`src/design/fsr_map.svh`:
```
// offsets, codes and counts of the flash settings readback
`ifndef FSR_MAP_SVH
`define FSR_MAP_SVH
`define FSR_RSP_BYTES 7'h40
`define FSR_LAST_IDX 6'h3f
`define FSR_CMD_ECHO 8'hb0
`define FSR_STS_OK 8'h00
`define FSR_CHIP_LEN 8'h0e
`define FSR_GP_LEN 8'h08
`define FSR_IX_CMD 6'h00
`define FSR_IX_STS 6'h01
`define FSR_IX_LEN 6'h02
`define FSR_IX_CFG7 6'h07
`define FSR_IX_VID_LO 6'h08
`define FSR_IX_VID_HI 6'h09
`define FSR_IX_PID_LO 6'h0a
`define FSR_IX_PID_HI 6'h0b
`define FSR_IX_PWR 6'h0c
`define FSR_IX_MA 6'h0d
`define FSR_IX_PIN_A 6'h04
`define FSR_IX_PIN_D 6'h07
`define FSR_DES_GPIO 3'h0
`define FSR_DES_F1 3'h1
`define FSR_DES_F2 3'h2
`define FSR_DES_F3 3'h3
`define FSR_DES_F4 3'h4
`define FSR_PIN_A 2'h0
`define FSR_PIN_B 2'h1
`define FSR_PIN_C 2'h2
`define FSR_PIN_D 2'h3
`endif

```
`src/design/fsr_pkg.sv`:
```
// types shared by the flash settings readback
package fsr_pkg;
	// one pin's stored power-up byte, low five bits
	typedef struct packed {
		logic out_level;
		logic dir_in;
		logic [2:0] desig;
	} fsr_pin_cfg_t;
	// stored chip settings covered by this block
	typedef struct packed {
		logic neg_en;
		logic pos_en;
		logic [1:0] adc_ref;
		logic dac_supply;
		logic [15:0] vid;
		logic [15:0] pid;
		logic [7:0] pwr_attr;
		logic [7:0] half_ma;
	} fsr_chip_cfg_t;
	// indicator sources for pins in a dedicated role
	typedef struct packed {
		logic suspend;
		logic urx_act;
		logic utx_act;
		logic clk_ref;
		logic usb_cfg;
		logic i2c_act;
	} fsr_alt_t;
	// analog converter reference choice, in stored code order
	typedef enum logic [1:0] {FSR_REF_OFF, FSR_REF_1V024, FSR_REF_2V048, FSR_REF_4V096} fsr_adc_ref_t;
	// pin role after decode
	typedef enum logic [3:0] {
		FSR_FN_GPIO, FSR_FN_SUSPEND, FSR_FN_URX, FSR_FN_CLKREF, FSR_FN_ANALOG_INPUT_ONE,
		FSR_FN_UTX, FSR_FN_EDGE, FSR_FN_USB_CONFIGURED_INDICATOR, FSR_FN_ANALOG_INPUT_TWO, FSR_FN_ANALOG_OUTPUT_ONE,
		FSR_FN_I2C, FSR_FN_ADC3, FSR_FN_DAC2, FSR_FN_NONE
	} fsr_func_t;
	typedef enum logic [1:0] {FSR_ST_APPLY, FSR_ST_IDLE, FSR_ST_SEND} fsr_state_t;
endpackage

```
`src/design/fsr_top.sv`:
```
// read-flash-data response builder and power-up pin applier
//
// Contract
// RQ1: byte zero echoes command, byte one zero
// RQ2: negative-edge enable sets interrupt detection flag
// RQ3: positive-edge enable sets interrupt detection flag
// RQ4: bits four-three pick analog converter reference
// RQ5: bit two: supply or internal output reference
// RQ6: vendor id low byte first, bytes 8-9
// RQ7: product id low byte first, bytes 10-11
// RQ8: power attributes byte reported at enumeration
// RQ9: requested current is twice stored value
// RQ10: pin a bit four is power-up level
// RQ11: pins b, c level in bit four
// RQ12: bit three input, only in general-purpose mode
// RQ13: pin a designation codes, rest ignored
// RQ14: pin b designation codes, rest ignored
// RQ15: pin c designation codes, rest ignored
// RQ16: byte seven carries pin d, same layout
// RQ17: always full 64-byte report, filler after
// RQ18: stored pin setup applied before any command
`timescale 1ns/10ps
`include "fsr_map.svh"
module fsr_top
(
	input wire logic core_clk,
	input wire logic arst_n,
	input wire logic ce, // freezes all state while low
	input wire fsr_pkg::fsr_chip_cfg_t chip_cfg_i, // stored chip settings
	input wire fsr_pkg::fsr_pin_cfg_t [3:0] pin_cfg_i, // stored pin bytes, 0=a .. 3=d
	input wire fsr_pkg::fsr_alt_t alt_i, // indicator sources
	input wire logic req_valid, // read request, one cycle
	input wire logic req_gp, // 1 pin settings, 0 chip settings
	output logic req_ready_q,
	output logic rsp_valid_q,
	output logic [7:0] rsp_data_q,
	output logic [5:0] rsp_index_q,
	output logic rsp_last_q,
	input wire logic [3:0] general_pin_i,
	output logic [3:0] general_pin_o_q,
	output logic [3:0] general_pin_oe_q,
	output fsr_pkg::fsr_func_t [3:0] pin_func_q,
	input wire logic intr_clear, // clears interrupt detection flag
	output logic intr_flag_q,
	output fsr_pkg::fsr_adc_ref_t adc_ref_q,
	output logic dac_ref_supply_q,
	output logic [7:0] usb_pwr_attr_q,
	output logic [8:0] usb_max_ma_q
);
	fsr_pkg::fsr_state_t state_q; // sequencer state
	logic [5:0] idx_q; // next byte to emit
	logic kind_q; // latched request kind
	logic [2:0] edge_sync_q; // pin b input chain
	logic rise; // rising edge after sync
	logic fall; // falling edge after sync
	logic take; // request accepted

	// decode a pin's stored designation into its role
	function automatic fsr_pkg::fsr_func_t decode_fn(input logic [1:0] pin, input logic [2:0] d);
		fsr_pkg::fsr_func_t f;
		f = fsr_pkg::FSR_FN_NONE;
		if (d == `FSR_DES_GPIO)
		begin
			f = fsr_pkg::FSR_FN_GPIO;
		end
		else
		begin
			unique case (pin)
				// pin a roles
				`FSR_PIN_A:
				begin
					if (d == `FSR_DES_F1) f = fsr_pkg::FSR_FN_SUSPEND;
					else if (d == `FSR_DES_F2) f = fsr_pkg::FSR_FN_URX;
				end
				// pin b roles
				`FSR_PIN_B:
				begin
					if (d == `FSR_DES_F1) f = fsr_pkg::FSR_FN_CLKREF;
					else if (d == `FSR_DES_F2) f = fsr_pkg::FSR_FN_ANALOG_INPUT_ONE;
					else if (d == `FSR_DES_F3) f = fsr_pkg::FSR_FN_UTX;
					else if (d == `FSR_DES_F4) f = fsr_pkg::FSR_FN_EDGE;
				end
				// pin c roles
				`FSR_PIN_C:
				begin
					if (d == `FSR_DES_F1) f = fsr_pkg::FSR_FN_USB_CONFIGURED_INDICATOR;
					else if (d == `FSR_DES_F2) f = fsr_pkg::FSR_FN_ANALOG_INPUT_TWO;
					else if (d == `FSR_DES_F3) f = fsr_pkg::FSR_FN_ANALOG_OUTPUT_ONE;
				end
				// pin d roles
				`FSR_PIN_D:
				begin
					if (d == `FSR_DES_F1) f = fsr_pkg::FSR_FN_I2C;
					else if (d == `FSR_DES_F2) f = fsr_pkg::FSR_FN_ADC3;
					else if (d == `FSR_DES_F3) f = fsr_pkg::FSR_FN_DAC2;
				end
			endcase
		end
		return f;
	endfunction

	// response byte at an index; reads the live stored image
	function automatic logic [7:0] rsp_byte(input logic gp, input logic [5:0] i,
		input fsr_pkg::fsr_chip_cfg_t c, input fsr_pkg::fsr_pin_cfg_t [3:0] p);
		logic [7:0] b;
		b = 8'h00;
		// RQ1: header bytes
		if (i == `FSR_IX_CMD) b = `FSR_CMD_ECHO;
		else if (i == `FSR_IX_STS) b = `FSR_STS_OK;
		else if (i == `FSR_IX_LEN) b = gp ? `FSR_GP_LEN : `FSR_CHIP_LEN;
		else if (gp)
		begin
			// RQ16: pins a..d in bytes four to seven
			if (i >= `FSR_IX_PIN_A && i <= `FSR_IX_PIN_D) b = {3'b000, p[i[1:0]]};
		end
		else
		begin
			unique case (i)
				// RQ5: bits one-zero read as zero
				`FSR_IX_CFG7: b = {1'b0, c.neg_en, c.pos_en, c.adc_ref, c.dac_supply, 2'b00};
				// RQ6: vendor id low first
				`FSR_IX_VID_LO: b = c.vid[7:0];
				`FSR_IX_VID_HI: b = c.vid[15:8];
				// RQ7: product id low first
				`FSR_IX_PID_LO: b = c.pid[7:0];
				`FSR_IX_PID_HI: b = c.pid[15:8];
				`FSR_IX_PWR: b = c.pwr_attr;
				`FSR_IX_MA: b = c.half_ma;
				default: b = 8'h00;
			endcase
		end
		return b;
	endfunction

	assign take = ce && req_valid && req_ready_q;
	assign rise = edge_sync_q[1] && !edge_sync_q[2];
	assign fall = !edge_sync_q[1] && edge_sync_q[2];

	// sequencer: apply once after reset, then serve reports
	always_ff @(posedge core_clk or negedge arst_n)
	begin
		if (!arst_n)
		begin
			state_q <= fsr_pkg::FSR_ST_APPLY;
			req_ready_q <= 1'b0;
			idx_q <= 6'h00;
			kind_q <= 1'b0;
		end
		else if (ce)
		begin
			unique case (state_q)
				// RQ18: no command taken before pins applied
				fsr_pkg::FSR_ST_APPLY:
				begin
					state_q <= fsr_pkg::FSR_ST_IDLE;
					req_ready_q <= 1'b1;
				end
				fsr_pkg::FSR_ST_IDLE:
				begin
					if (req_valid)
					begin
						state_q <= fsr_pkg::FSR_ST_SEND;
						req_ready_q <= 1'b0;
						idx_q <= 6'h00;
						kind_q <= req_gp;
					end
				end
				// RQ17: walk all 64 bytes
				fsr_pkg::FSR_ST_SEND:
				begin
					idx_q <= idx_q + 6'h01;
					if (idx_q == `FSR_LAST_IDX)
					begin
						state_q <= fsr_pkg::FSR_ST_IDLE;
						req_ready_q <= 1'b1;
					end
				end
			endcase
		end
	end

	// response byte register; one byte per enabled cycle
	always_ff @(posedge core_clk or negedge arst_n)
	begin
		if (!arst_n)
		begin
			rsp_valid_q <= 1'b0;
			rsp_data_q <= 8'h00;
			rsp_index_q <= 6'h00;
			rsp_last_q <= 1'b0;
		end
		else if (ce)
		begin
			rsp_valid_q <= state_q == fsr_pkg::FSR_ST_SEND;
			rsp_data_q <= rsp_byte(kind_q, idx_q, chip_cfg_i, pin_cfg_i);
			rsp_index_q <= idx_q;
			rsp_last_q <= state_q == fsr_pkg::FSR_ST_SEND && idx_q == `FSR_LAST_IDX;
		end
	end

	// chip-wide settings other than the edge enables latched once; later flash edits wait for reset
	always_ff @(posedge core_clk or negedge arst_n)
	begin
		if (!arst_n)
		begin
			adc_ref_q <= fsr_pkg::FSR_REF_OFF;
			dac_ref_supply_q <= 1'b0;
			usb_pwr_attr_q <= 8'h00;
			usb_max_ma_q <= 9'h000;
		end
		else if (ce && state_q == fsr_pkg::FSR_ST_APPLY)
		begin
			// RQ4: reference code to choice
			adc_ref_q <= fsr_pkg::fsr_adc_ref_t'(chip_cfg_i.adc_ref);
			// RQ5: one selects the supply
			dac_ref_supply_q <= chip_cfg_i.dac_supply;
			// RQ8: enumeration attributes
			usb_pwr_attr_q <= chip_cfg_i.pwr_attr;
			// RQ9: twice stored current
			usb_max_ma_q <= {chip_cfg_i.half_ma, 1'b0};
		end
	end

	// per-pin role, drive and enable
	for (genvar g = 0; g < 4; g++)
	begin : gen_pin
		fsr_pkg::fsr_func_t fn_d;
		logic alt_d;
		always_comb
		begin
			// RQ13: roles for pin a
			// RQ14: roles for pin b
			// RQ15: roles for pin c
			fn_d = decode_fn(2'(g), pin_cfg_i[g].desig);
			unique case (pin_func_q[g])
				fsr_pkg::FSR_FN_SUSPEND: alt_d = alt_i.suspend;
				fsr_pkg::FSR_FN_URX: alt_d = alt_i.urx_act;
				fsr_pkg::FSR_FN_UTX: alt_d = alt_i.utx_act;
				fsr_pkg::FSR_FN_CLKREF: alt_d = alt_i.clk_ref;
				fsr_pkg::FSR_FN_USB_CONFIGURED_INDICATOR: alt_d = alt_i.usb_cfg;
				fsr_pkg::FSR_FN_I2C: alt_d = alt_i.i2c_act;
				default: alt_d = 1'b0;
			endcase
		end
		// role latched at apply; indicator roles follow their source
		always_ff @(posedge core_clk or negedge arst_n)
		begin
			if (!arst_n)
			begin
				pin_func_q[g] <= fsr_pkg::FSR_FN_NONE;
				general_pin_o_q[g] <= 1'b0;
				general_pin_oe_q[g] <= 1'b0;
			end
			else if (ce && state_q == fsr_pkg::FSR_ST_APPLY)
			begin
				pin_func_q[g] <= fn_d;
				// RQ10: stored level driven at power-up
				// RQ11: same for pins b and c
				general_pin_o_q[g] <= pin_cfg_i[g].out_level;
				// RQ12: direction only in general-purpose role
				general_pin_oe_q[g] <= fn_d == fsr_pkg::FSR_FN_GPIO && !pin_cfg_i[g].dir_in;
			end
			else if (ce && pin_func_q[g] != fsr_pkg::FSR_FN_GPIO)
			begin
				// ignored codes and analog roles leave the pad undriven
				general_pin_o_q[g] <= alt_d;
				general_pin_oe_q[g] <= pin_func_q[g] inside {fsr_pkg::FSR_FN_SUSPEND,
					fsr_pkg::FSR_FN_URX, fsr_pkg::FSR_FN_UTX, fsr_pkg::FSR_FN_CLKREF,
					fsr_pkg::FSR_FN_USB_CONFIGURED_INDICATOR, fsr_pkg::FSR_FN_I2C};
			end
		end
	end

	// pin b input synchroniser; only stages two and three are compared
	always_ff @(posedge core_clk or negedge arst_n)
	begin
		if (!arst_n)
		begin
			edge_sync_q <= 3'b000;
		end
		else if (ce)
		begin
			edge_sync_q <= {edge_sync_q[1:0], general_pin_i[1]};
		end
	end

	// interrupt detection flag; a new edge beats a same-cycle clear
	always_ff @(posedge core_clk or negedge arst_n)
	begin
		if (!arst_n)
		begin
			intr_flag_q <= 1'b0;
		end
		else if (ce)
		begin
			// RQ2: falling edge when enabled
			// RQ3: rising edge when enabled
			if (pin_func_q[1] == fsr_pkg::FSR_FN_EDGE
				&& ((fall && chip_cfg_i.neg_en) || (rise && chip_cfg_i.pos_en)))
			begin
				intr_flag_q <= 1'b1;
			end
			else if (intr_clear)
			begin
				intr_flag_q <= 1'b0;
			end
		end
	end

	logic sending;
	assign sending = ce && state_q == fsr_pkg::FSR_ST_SEND;
endmodule

```
`config.mk`:
```
export PLATFORM = sky130hd
export DESIGN_NAME = fsr_top
export DESIGN_NICKNAME = d
export VERILOG_FILES = /design/src/design/fsr_pkg.sv /design/src/design/fsr_top.sv
export VERILOG_INCLUDE_DIRS = /design/src /design/src/design
export SDC_FILE = /design/constraint.sdc
export NUM_CORES = 1
export LEC_CHECK = 0
export ABC_AREA = 0
export BUFFER_PORTS_ARGS = -buffer_cell sky130_fd_sc_hd__buf_2
export CORE_ASPECT_RATIO = 0.6
export CORE_MARGIN = 1
export CORE_UTILIZATION = 23
export DETAILED_ROUTE_END_ITERATION = 8
export HOLD_SLACK_MARGIN = 0.08
export PLACE_DENSITY = 0.5
export SLEW_MARGIN = 15
export SYNTH_ARGS = -nofsm -noshare
export SYNTH_HDL_FRONTEND = slang
export SYNTH_SLANG_ARGS = --single-unit
```
`constraint.sdc`:
```
create_clock -name core_clk -period 3.1 [get_ports core_clk]
set_clock_uncertainty 0.1 [all_clocks]
set_input_delay 0 -clock core_clk [delete_from_list [all_inputs] [get_ports core_clk]]
set_output_delay 0 -clock core_clk [all_outputs]
set_load 0.02 [all_outputs]
```
After elaboration in Yosys (flattened, before gate mapping)
Cells that the tools add are included.

Flip-flop bits (word level): 73. Input port bits: 89. Output and inout bits: 62. Logic and storage cells: 187.

$add $sub $neg: 1. Magnitude comparators: 3. Equality and inequality tests: 51. Multiplexer cells: 55. Reduce and logical (&&, ||, !) cells: 51.

Operator list (count): $pmux 8 s7 (1); $mux 4 (11); $eq 4x3->1 const B (9); $eq 6x4->1 const B (6); $eq 4x2->1 const B (8); $mux 8 (4); $pmux 1 s6 (4); $reduce_bool 6->1 (4); $eq 3x2->1 const B (7); $mux 1 (21); $eq 4x1->1 const B (4); $eq 4x4->1 const B (4); $logic_and 1x1->1 (16); $logic_not 4->1 (4); $reduce_bool 4->1 (4); $mux 3 (5); $eq 3x1->1 const B (4); $logic_not 3->1 (4); $pmux 6 s2 (1); $reduce_bool 2->1 (6); $bmux 5 s2 (1); $mux 5 (2); $reduce_and 3->1 (3); $add 6x1->6 const B (1); other kinds (20) (27).

Logic depth before layout (Yosys ltp)
Gate-level depths: netlist of run 1.

Depth in word-level cells: 9. Depth in mapped cells: 9. Gate-level depth less buffers: 7.

Worst setup path after synthesis of run 1
No wires, ideal clock.

Path kind: reg-to-reg. From: reg idx_q[0]. To: reg rsp_data_q[4]. Library setup time: 0.120 ns. Arrival: 1.918 ns. Required time: 2.880 ns. Setup slack: 0.962 ns. Cell stages (with the launch flop): 9. Buffers on the path: 2. Clock period less this slack: 2.138 ns. Cells stage by stage: dfrtp_1 clkbuf_1 inv_1 ha_1 and3_1 clkbuf_1 a221oi_1 nand3_1 a41o_1.

Word-level cells in the longest chain between the ends: 7. Elaborated cells between the ends (all ways): 21. Those cells by class: 2 x order compare; 9 x eq/ne; 8 x mux; 2 x reduce/logical.

Ends and longest elaborated chain: start: declaration (RTL line fsr_top.sv:51) `logic [5:0] idx_q;`; start signal: assignment (RTL line fsr_top.sv:171) `idx_q <= idx_q + 6'h01;`; $ge 6x3->1 (no line) (tied with other cells); $logic_and 1x1->1 (no line) or $mux 5 (tied branches); $mux 5 (RTL line fsr_top.sv:114) `` if (i >= `FSR_IX_PIN_A && i <= `FSR_IX_PIN_D) b = {3'b000, p[i[1:0]]}; ``; $mux 8 (RTL line fsr_top.sv:111) `else if (gp)`; $mux 8 (RTL line fsr_top.sv:110) `` else if (i == `FSR_IX_LEN) b = gp ? `FSR_GP_LEN : `FSR_CHIP_LEN; ``; $mux 8 (RTL line fsr_top.sv:109) `` else if (i == `FSR_IX_STS) b = `FSR_STS_OK; ``; $mux 8 (*) (RTL line fsr_top.sv:108) `` if (i == `FSR_IX_CMD) b = `FSR_CMD_ECHO; ``; end signal: assignment (RTL line fsr_top.sv:195) `rsp_data_q <= rsp_byte(kind_q, idx_q, chip_cfg_i, pin_cfg_i);`; end: declaration (RTL line fsr_top.sv:36) `output logic [7:0] rsp_data_q,`.

Every way passes the cells marked *; elsewhere a longest branch is shown, timed or not. The select of a mux whose other input is x is not followed. A chain may end at the register's enable or synchronous reset.

Worst setup path in the final report of run 1
From: reg idx_q[1]. To: reg rsp_data_q[1].

The elaborated chain is that of the path after synthesis.

==> metrics.md, run 1 <==
| Metric | Value |
|---|---|
| Fin crit share | 92.7% |
| Sequential share of the synthesized area | 43.8% |
| Synth cell types | 66 |
| R2R Setup Slk | 0.23 ns |
| RSZ-0062 raised after global routing | false |
| Avg Cell Area, Syn | 9.43 µm² |
| Slew HR | 34.9% |
| Commonest non-fill, non-tap cells in the layout | buf_2, nand2_1, dfrtp_1, dlygate4sd3_1, nor2_1 |
| Synthesized cell area | 4080 µm² |
| Max Cap Viol | 0 |
| Worst hold slack | 0.0750 ns |
| GPL Wtd Cong | 0.943 |
| CP startpoint kind | register |
| Clk sink count | 71 |
| Final Setup Violations | 0 |
| Count of final hold-check violations | 0 |
| Reg clk slew, reported paths | 0.06 ns |
| Drt drc | 0 |
| Fraction of layout cells with a size suffix above 1 | 33.9% |
| Worst slew pin tran | 0.977 ns |
| Kind of critical path | reg2reg |
| First drt pass iteration count | 5 |
| Leak pwr | 2.71 nW |
| Critical Path End Type | register |
| Largest area contributor in the netlist | dfrtp_1 |
| Clock Root Buffer | clkbuf_16 |
| DR iter-0 viols | 355 |
| Wire per inst | 17.9 µm |
| Outcome | complete, no violations |
| Pin count of the biggest net entering global routing | 72 |
| DRT antenna net count | 0 |
| Synth Instances | 433 |
| Final WL | 15.4 mm |
| Global Route Usage Sum | 17.6% |
| CP startpoint | idx_q[1] |
| Reg2Reg Depth | 8 |
| Count of state elements after synthesis | 71 |
| Vias in the first global route | 4213 |
| Pwr dens | 809 nW/µm² |
| Area growth, synth to finish | 43.3% |
| Fmax | 348 MHz |
| Vias | 4105 |
| Worst-Skew Late Latency | 0.34 ns |
| Final Critical Period | 2.87 ns |
| Reg-to-Reg Start | idx_q[1] |
| Final setup TNS | 0 ns |
| Syn nets | 526 |
| # nets final | 713 |
| Syn. warnings | 0 |
| Core Region | 17300 µm² |
| Die area | 18300 µm² |
| Initial antenna violation count | 0 |
| Number of synthesized flops with an enable pin | 0 |
| CP arrival | 3.02 ns |
| Crit Reg-Reg Endpoint | rsp_data_q[1] |
| First-pass GRT wire length | 24.3 mm |
| Most common cell after layout, fill and taps aside | buf_2 |
| H-tree depth | 3 |
| Required time worst endpoint | 3.25 ns |
| DIE WIDTH | 174 µm |
| Die Y | 105 µm |
| Ys flop type | dfrtp_1 |
| Synth async-reset ratio | 100% |
| Clock tree buffer depth | 2 |
| Top cells by area, synth | dfrtp_1, nand2_1, dfstp_2 |
| Final global-route overflow total | 0 |
| Dpl hpwl | 11.5 mm |
| Worst vdd ir | 0.348 mV |
| N_diodes | 0 |
| Top Ports | 151 |
| Starting Density | 23.7% |
| Num rows | 37 |
| Setup crit end | rsp_data_q[1] |
| Hold crit path type | in2reg |
| Inserted Clock Buffers | 9 |
| Via/cell ratio | 4.78 |
| I/O Buffers | 146 |
| Max Slew Vio Count | 0 |
| CTS tree | done |
| Synth top area share | 36.8% |
| Critical path peak fanout | 11 |
-- per-layer routing --
layer / part of all wire [%] / global-route usage, % / routed length, µm
met1: 48 / 24.7 / 7400
met2: 40 / 24.3 / 6160
met3: 10 / 6.96 / 1530
met4: 1.7 / 5.33 / 267
met5: 0 / 0 / 0
-- worst max-delay path, cell delays in order (launching register included) --
cell and delay (ns):
dfrtp_2 0.51, inv_1 0.14, ha_1 0.30, nor2_1 0.13
a2111o_1 0.47, or2_4 0.31, a31o_1 0.19, dlygate4sd3_1 0.55
o221ai_1 0.08
-- sequential cells by signal, indices dropped and copies added (netlist names), 2 cells and up --
| name | flops |
|---|---|
| rsp_data_q | 8 |
| usb_max_ma_q | 8 |
| idx_q | 6 |
| pin_func_q | 15 |
| usb_pwr_attr_q | 8 |
| state_q | 2 |
| rsp_index_q | 6 |
| general_pin_o_q | 4 |
| general_pin_oe_q | 4 |
| adc_ref_q | 2 |
| edge_sync_q | 3 |
-- cell type report --
class                           instances  area, µm²
Fill cell                            1789      11400
Multi-Input combinational cell        316       2040
Sequential cell                        71       1790
Timing Repair Buffer                  208       1340
Tap cell                              234        293
Clock buffer                           11        253
Clock inverter                          5       80.1
Inverter                               14       52.6
-- synth_stat cells, types with 6 or more instances --
master and number:
mux4_2 6, inv_1 14, nor2_1 22, mux2_2 13, nand2b_1 6, a221oi_1 6
nand3_1 7, dfstp_2 11, a21oi_1 18, a22oi_1 13, and3_1 9, a31oi_1 6
o21ai_0 21, clkbuf_1 13, dfrtp_1 60, nand2_1 101, buf_6 7
-- stage by stage --
stage	power (mW)	cell area (µm²)	utilization (%)	instances	worst slack, ns
finish	4.74	5850	33.9	859	0.227
CTS	4.77	5850	33.9	859	0.101
detailed placement	3.51	4930	28.6	785	0.661
global placement	3.48	4930	28.6	785	0.717
global route	5.06	5850	33.9	859	0.0908
floorplan	2.84	4080	-	433	0.962
-- power breakdown --
part / internal, mW / leakage (nW) / switching (mW) / total (mW)
clock network: 0.747 / 0.158 / 0.414 / 1.16
logic: 0.760 / 1.67 / 1.13 / 1.89
registers: 1.32 / 0.883 / 0.365 / 1.68
total: 2.82 / 2.71 / 1.91 / 4.74
-- what timing repair did --
item                                    in CTS  in global routing
hold buffers                                58                  0
buffers inserted                             0                  0
endpoints found under the setup margin       0                  2
gates resized for setup                      0                  4
endpoints found under the hold margin      111                  0
-- worst min-delay path by stage --
stage | startpoint | to | slack, ns | cells past startpoint
after floorplan | arst_n | adc_ref_q[0] | -0.40 | 0
after global placement | arst_n | usb_pwr_attr_q[0] | 0.11 | 1
after detailed placement | chip_cfg_i[0] | usb_max_ma_q[1] | 0.12 | 3
after CTS | chip_cfg_i[35] | rsp_data_q[3] | 0.08 | 4
after global routing | chip_cfg_i[51] | intr_flag_q | 0.10 | 4
final | chip_cfg_i[51] | intr_flag_q | 0.08 | 4
-- kinds of logic (layout without fill, tap and decap cells) --
family | Yosys count | after routing | share of synthesized area [%]
xor+xnor | 6 | 6 | 1.29
flops | 71 | 71 | 43.8
other cells | 1 | 1 | 0.0918
simple gates | 175 | 175 | 20.1
mux | 25 | 25 | 8.73
fa+ha+maj | 4 | 4 | 1.23
buf+inv | 46 | 238 | 6.43
compound gates | 105 | 105 | 18.3
Note: power is estimated with default switching activity, not from simulation.
==> run 2: changes to the inputs <==
--- a/config.mk
+++ b/config.mk
@@ -10,10 +10,10 @@
 export BUFFER_PORTS_ARGS = -buffer_cell sky130_fd_sc_hd__buf_2
 export CORE_ASPECT_RATIO = 0.6
 export CORE_MARGIN = 1
-export CORE_UTILIZATION = 23
+export CORE_UTILIZATION = 35
 export DETAILED_ROUTE_END_ITERATION = 8
 export HOLD_SLACK_MARGIN = 0.08
-export PLACE_DENSITY = 0.5
+export PLACE_DENSITY = 0.67
 export SLEW_MARGIN = 15
 export SYNTH_ARGS = -nofsm -noshare
 export SYNTH_HDL_FRONTEND = slang
==> metrics.md, run 2 (same netlist as run 1, synthesis figures left out) <==
| Metric | Value |
|---|---|
| Commonest non-fill, non-tap cells in the layout | buf_2, nand2_1, dfrtp_1, dlygate4sd3_1, nor2_1 |
| Pre-CTS setup slack | 0.713 ns (+0.0523 ns) |
| First-pass GRT wire length | 21.7 mm (-11%) |
| Wire per inst | 17.8 µm (-0.59%) |
| Setup bufs post-CTS | 0 (unchanged) |
| Cell area after layout | 5760 µm² (-1.6%) |
| Count of final hold-check violations | 0 (unchanged) |
| Critical path peak fanout | 12 (+1) |
| Clock tree buffer depth | 2 (unchanged) |
| CP startpoint kind | register |
| Vias | 4113 (+0.19%) |
| Fraction of layout cells with a size suffix above 1 | 33.6% (-0.32 points) |
| Max incr delay on CP | 0.55 ns (about the same) |
| Clock Root Buffer | clkbuf_16 |
| Most common cell after layout, fill and taps aside | buf_2 |
| Reg2Reg Depth | 8 (unchanged) |
| Vias in the first global route | 4083 (-3.1%) |
| Num rows | 30 (-19%) |
| GPL Wtd Cong | 0.943 (about the same) |
| Global Route Usage Sum | 23.6% (+6.1 points) |
| DRT antenna net count | 0 (unchanged) |
| Via/cell ratio | 5.24 (+9.6%) |
| Top Ports | 151 (unchanged) |
| Die Y | 85.7 µm (-19%) |
| Crit path depth | 8 (unchanged) |
| Final Setup Violations | 0 (unchanged) |
| Max Slew Vio Count | 0 (unchanged) |
| Starting Density | 36.0% (+12 points) |
| DP Area | 4860 µm² (-1.5%) |
| Crit path max-delay family | compound AO/OA/AOI/OAI gates |
| Setup ws final | 0.250 ns (+0.0224 ns) |
| CP Cell Sequence | inv_1, ha_1, nor2_1, a2111o_1, or2_4, a31o_1, dlygate4sd3_1, o221ai_1 |
| Core Region | 11300 µm² (-34%) |
| Most flops, register | pin_func_q |
| Pin count of the biggest net entering global routing | 47 (-35%) |
| Outcome | complete, no violations |
| Worst-Skew Late Latency | 0.33 ns (about the same) |
| Final setup TNS | 0 ns (unchanged) |
| CTS tree | done |
| Max Cap Viol | 0 (unchanged) |
| Kind of critical path | reg2reg |
| Final WL | 14.0 mm (-9.2%) |
| DIE WIDTH | 141 µm (-19%) |
| Hold crit path type | in2reg |
| Pwr dens | 813 nW/µm² (+0.48%) |
| Critical Path End Type | register |
| Hold depth | 4 (unchanged) |
| Max reg flops | 15 (unchanged) |
| WP buf/inv | 2 (unchanged) |
| Initial antenna violation count | 0 (unchanged) |
| # nets final | 713 (unchanged) |
| Required time worst endpoint | 3.24 ns (about the same) |
| Inserted Clock Buffers | 9 (unchanged) |
| First drt pass iteration count | 5 (unchanged) |
| H-tree depth | 3 (unchanged) |
| DR iter-0 viols | 372 (+4.8%) |
| Dpl hpwl | 10.4 mm (-10%) |
| CP arrival | 2.99 ns (-0.03 ns) |
| Fin crit share | 91.9% (-0.72 points) |
| Post-layout util | 50.8% (+17 points) |
| Reg clk slew, reported paths | 0.06 ns (about the same) |
| Clk sink count | 71 (unchanged) |
| Final global-route overflow total | 0 (unchanged) |
| Worst slew pin tran | 0.713 ns (-0.265 ns) |
| Fmax | 351 MHz (+0.79%) |
| Drt drc | 0 (unchanged) |
| Total power draw | 4.68 mW (-1.2%) |
| CP max-delay cell | dlygate4sd3_1 |
| Slew HR | 52.5% (+18 points) |
| Worst vdd ir | 0.367 mV (+5.6%) |
| N_diodes | 0 (unchanged) |
| I/O Buffers | 146 (unchanged) |
| Leak pwr | 2.71 nW (+0.24%) |
| Area growth, synth to finish | 41.0% |
| RSZ-0062 raised after global routing | false |
| Die area | 12100 µm² (-34%) |
| Final Critical Period | 2.85 ns (-0.0224 ns) |
-- run 2: layout make-up --
type                            count  area, µm²
Clock inverter                      3       65.1
Inverter                           14       52.6
Clock buffer                       13        260
Fill cell                        1069       5580
Timing Repair Buffer              208       1350
Multi-Input combinational cell    316       2040
Tap cell                          160        200
Sequential cell                    71       1790
-- run 2: report_power, final --
group | internal [mW] | total (mW) | switching (mW)
sequential | 1.32 | 1.65 | 0.337
clock | 0.748 | 1.14 | 0.391
combinational | 0.763 | 1.89 | 1.12
-- run 2: tightest hold or removal path, delay by kind of cell --
family	cells	cell delay, ns
buffers and inverters	1	0.12
AOI/OAI and AO/OA	2	0.27
and+or+nand+nor	1	0.08
-- run 2: timing repair --
| item | 4_1_cts | 5_1_grt |
|---|---|---|
| hold buffers | 57 | 0 |
| resized for setup | 0 | 3 |
| hold endpoints to repair | 79 | 0 |
| endpoints found under the setup margin | 0 | 2 |
-- run 2: per-stage QoR --
stage,hold slack [ns],instances
6_report,0.0882,785
4_1_cts,0.0849,785
3_3_place_gp,-0.0212,712
5_1_grt,0.117,785
2_1_floorplan,-0.396,433
3_5_place_dp,-0.00790,712
-- run 2: path summary, 6_finish.rpt --
check	startpoint	to	slack, ns
hold reg to reg	usb_max_ma_q[5]	usb_max_ma_q[5]	0.37
min in group asynchronous	arst_n	usb_max_ma_q[1]	0.16
max in group asynchronous	arst_n	idx_q[1]	2.02
setup reg to reg	idx_q[0]	rsp_data_q[1]	0.25
setup / recovery	idx_q[0]	rsp_data_q[1]	0.25
hold / removal	chip_cfg_i[51]	intr_flag_q	0.09
-- run 2: per-layer routing --
| metal | share of wire, % | global-route usage (%) | wire length (µm) |
|---|---|---|---|
| met1 | 47 | 33.0 | 6550 |
| met2 | 43 | 35.7 | 6030 |
| met3 | 8.7 | 6.98 | 1210 |
| met4 | 1.2 | 6.26 | 161 |
| met5 | 0 | 0 | 0 |
==> run 3: changes to the inputs <==
--- a/config.mk
+++ b/config.mk
@@ -10,10 +10,10 @@
 export BUFFER_PORTS_ARGS = -buffer_cell sky130_fd_sc_hd__buf_2
 export CORE_ASPECT_RATIO = 0.6
 export CORE_MARGIN = 1
-export CORE_UTILIZATION = 35
+export CORE_UTILIZATION = 50
 export DETAILED_ROUTE_END_ITERATION = 8
 export HOLD_SLACK_MARGIN = 0.08
-export PLACE_DENSITY = 0.67
+export PLACE_DENSITY = 0.88
 export SLEW_MARGIN = 15
 export SYNTH_ARGS = -nofsm -noshare
 export SYNTH_HDL_FRONTEND = slang
==> metrics.md, run 3 (same netlist as run 1, synthesis figures left out) <==
| Metric | Value |
|---|---|
| Final setup TNS | 0 ns (unchanged) |
| Clock tree buffer depth | 2 (unchanged) |
| CP max-delay cell | dlygate4sd3_1 |
| I/O Buffers | 146 (unchanged) |
| Most common cell after layout, fill and taps aside | buf_2 |
| Pin count of the biggest net entering global routing | 47 (unchanged) |
| Worst-Skew Late Latency | 0.34 ns (about the same) |
| Pwr dens | 831 nW/µm² (+2.2%) |
| Worst vdd ir | 0.560 mV (+52%) |
| Max Cap Viol | 0 (unchanged) |
| CP arrival | 3.13 ns (+0.14 ns) |
| Die Y | 72.0 µm (-16%) |
| Fin crit share | 96.8% (+4.8 points) |
| Max incr delay on CP | 0.62 ns (+0.07 ns) |
| Leak pwr | 2.74 nW (+0.92%) |
| Inserted Clock Buffers | 9 (unchanged) |
| Fraction of layout cells with a size suffix above 1 | 33.4% (-0.21 points) |
| Cell area after layout | 5740 µm² (-0.35%) |
| Final Critical Period | 3.00 ns (+0.149 ns) |
| Vias in the first global route | 4071 (-0.29%) |
| GPL Wtd Cong | 0.953 (+1.1%) |
| Commonest non-fill, non-tap cells in the layout | buf_2, nand2_1, dlygate4sd3_1, dfrtp_1, nor2_1 |
| Drt drc | 0 (unchanged) |
| Kind of critical path | reg2reg |
| Count of final hold-check violations | 0 (unchanged) |
| Critical path peak fanout | 12 (unchanged) |
| Area growth, synth to finish | 40.5% |
| CTS tree | done |
| RSZ-0062 raised after global routing | false |
| DR iter-0 viols | 430 (+16%) |
| Dpl hpwl | 9.09 mm (-12%) |
| Reg clk slew, reported paths | 0.06 ns (about the same) |
| DIE WIDTH | 119 µm (-16%) |
| Required time worst endpoint | 3.23 ns (about the same) |
| Critical Path End Type | register |
| Vias | 4306 (+4.7%) |
| First drt pass iteration count | 7 (+2) |
| Num rows | 25 (-17%) |
| Via/cell ratio | 5.84 (+12%) |
| Hold crit path type | in2reg |
| Wire per inst | 18.7 µm (+5.3%) |
| Final WL | 13.8 mm (-1.1%) |
| Core Region | 7880 µm² (-30%) |
| DRT antenna net count | 0 (unchanged) |
| Fmax | 333 MHz (-5.0%) |
| # nets final | 717 (+0.56%) |
| DP Area | 4780 µm² (-1.6%) |
| Initial antenna violation count | 0 (unchanged) |
| N_diodes | 0 (unchanged) |
| Fill cells | 583 (-45%) |
| Top Ports | 151 (unchanged) |
| Clock Root Buffer | clkbuf_16 |
| H-tree depth | 3 (unchanged) |
| Max reg flops | 15 (unchanged) |
| Outcome | complete, no violations |
| Clk sink count | 71 (unchanged) |
| Final Setup Violations | 0 (unchanged) |
| First-pass GRT wire length | 21.4 mm (-1.6%) |
| CP startpoint kind | register |
| Starting Density | 51.8% (+16 points) |
| Slew HR | 54.8% (+2.3 points) |
| CP Cell Sequence | inv_1, ha_1, nand2_1, nor2_4, a221oi_1, nand3_1, dlygate4sd3_1, a41o_1 |
| Die area | 8550 µm² (-29%) |
| Final global-route overflow total | 0 (unchanged) |
| Setup bufs post-CTS | 0 (unchanged) |
| Max Slew Vio Count | 0 (unchanged) |
| Most flops, register | pin_func_q |
| Worst slew pin tran | 0.675 ns (-0.0381 ns) |
| Global Route Usage Sum | 33.2% (+9.6 points) |
## run 3: changes by cell type in the layout (fill, tap and decap cells not counted), moves of 2 or more
cell / before / now
dfrtp_1: 58 / 60
dlygate4sd3_1: 57 / 61
clkbuf_8: 2 / 0
clkbuf_1: 2 / 0
dfrtp_2: 2 / 0
## run 3: path summary, 6_finish.rpt
path / from / end / slack, ns / cells past startpoint
setup / recovery: idx_q[0] / rsp_data_q[4] / 0.10 / 8
hold / removal: chip_cfg_i[52] / rsp_data_q[6] / 0.11 / 4
setup reg to reg: idx_q[0] / rsp_data_q[4] / 0.10 / 8
hold reg to reg: usb_max_ma_q[8] / usb_max_ma_q[8] / 0.37 / 2
max in group asynchronous: arst_n / edge_sync_q[0] / 1.76 / 3
min in group asynchronous: arst_n / usb_max_ma_q[3] / 0.12 / 2
## run 3: layout make-up
cell class	count	area [µm²]	share of cell area (%)
Clock buffer	9	225	3.92
Sequential cell	71	1790	31.2
Timing Repair Buffer	212	1380	24.0
Tap cell	108	135	2.36
Clock inverter	7	120	2.09
Multi-Input combinational cell	316	2040	35.5
Inverter	14	52.6	0.916
## run 3: report_power, final
group / switching [mW] / internal, mW / total [mW]
registers: 0.345 / 1.32 / 1.66
logic: 1.14 / 0.765 / 1.91
clock network: 0.414 / 0.788 / 1.20
## run 3: critical path, delay by kind of cell (launching register included)
| kind | cells | cell delay (ns) |
|---|---|---|
| buf+inv | 2 | 0.78 |
| flops | 1 | 0.61 |
| compound gates | 2 | 0.60 |
| simple gates | 3 | 0.46 |
| fa+ha+maj | 1 | 0.33 |
## run 3: what timing repair did
action	4_1_cts	5_1_grt
setup endpoints to repair	0	1
hold buffers	61	0
endpoints found under the hold margin	77	0
gates resized for setup	0	1
## run 3: metrics by stage
stage	hold WS, ns	setup slack (ns)	instances	utilization, %	total power, mW
detailed placement	-0.0655	0.766	660	60.6	3.43
finish	0.106	0.101	737	72.8	4.77
global route	0.105	0.0298	737	72.8	5.01
CTS	0.0869	0.202	737	72.8	4.72
global placement	-0.0643	0.792	660	60.6	3.37
floorplan	-0.396	0.962	433	-	2.84
## run 3: routing by layer
metal,share of wire (%),up-vias,GRT usage (%)
met5,0,-,0
met4,2.7,0,11.1
met1,42,2050,44.4
li1,-,1916,-
met2,45,295,52.4
met3,11,45,9.67
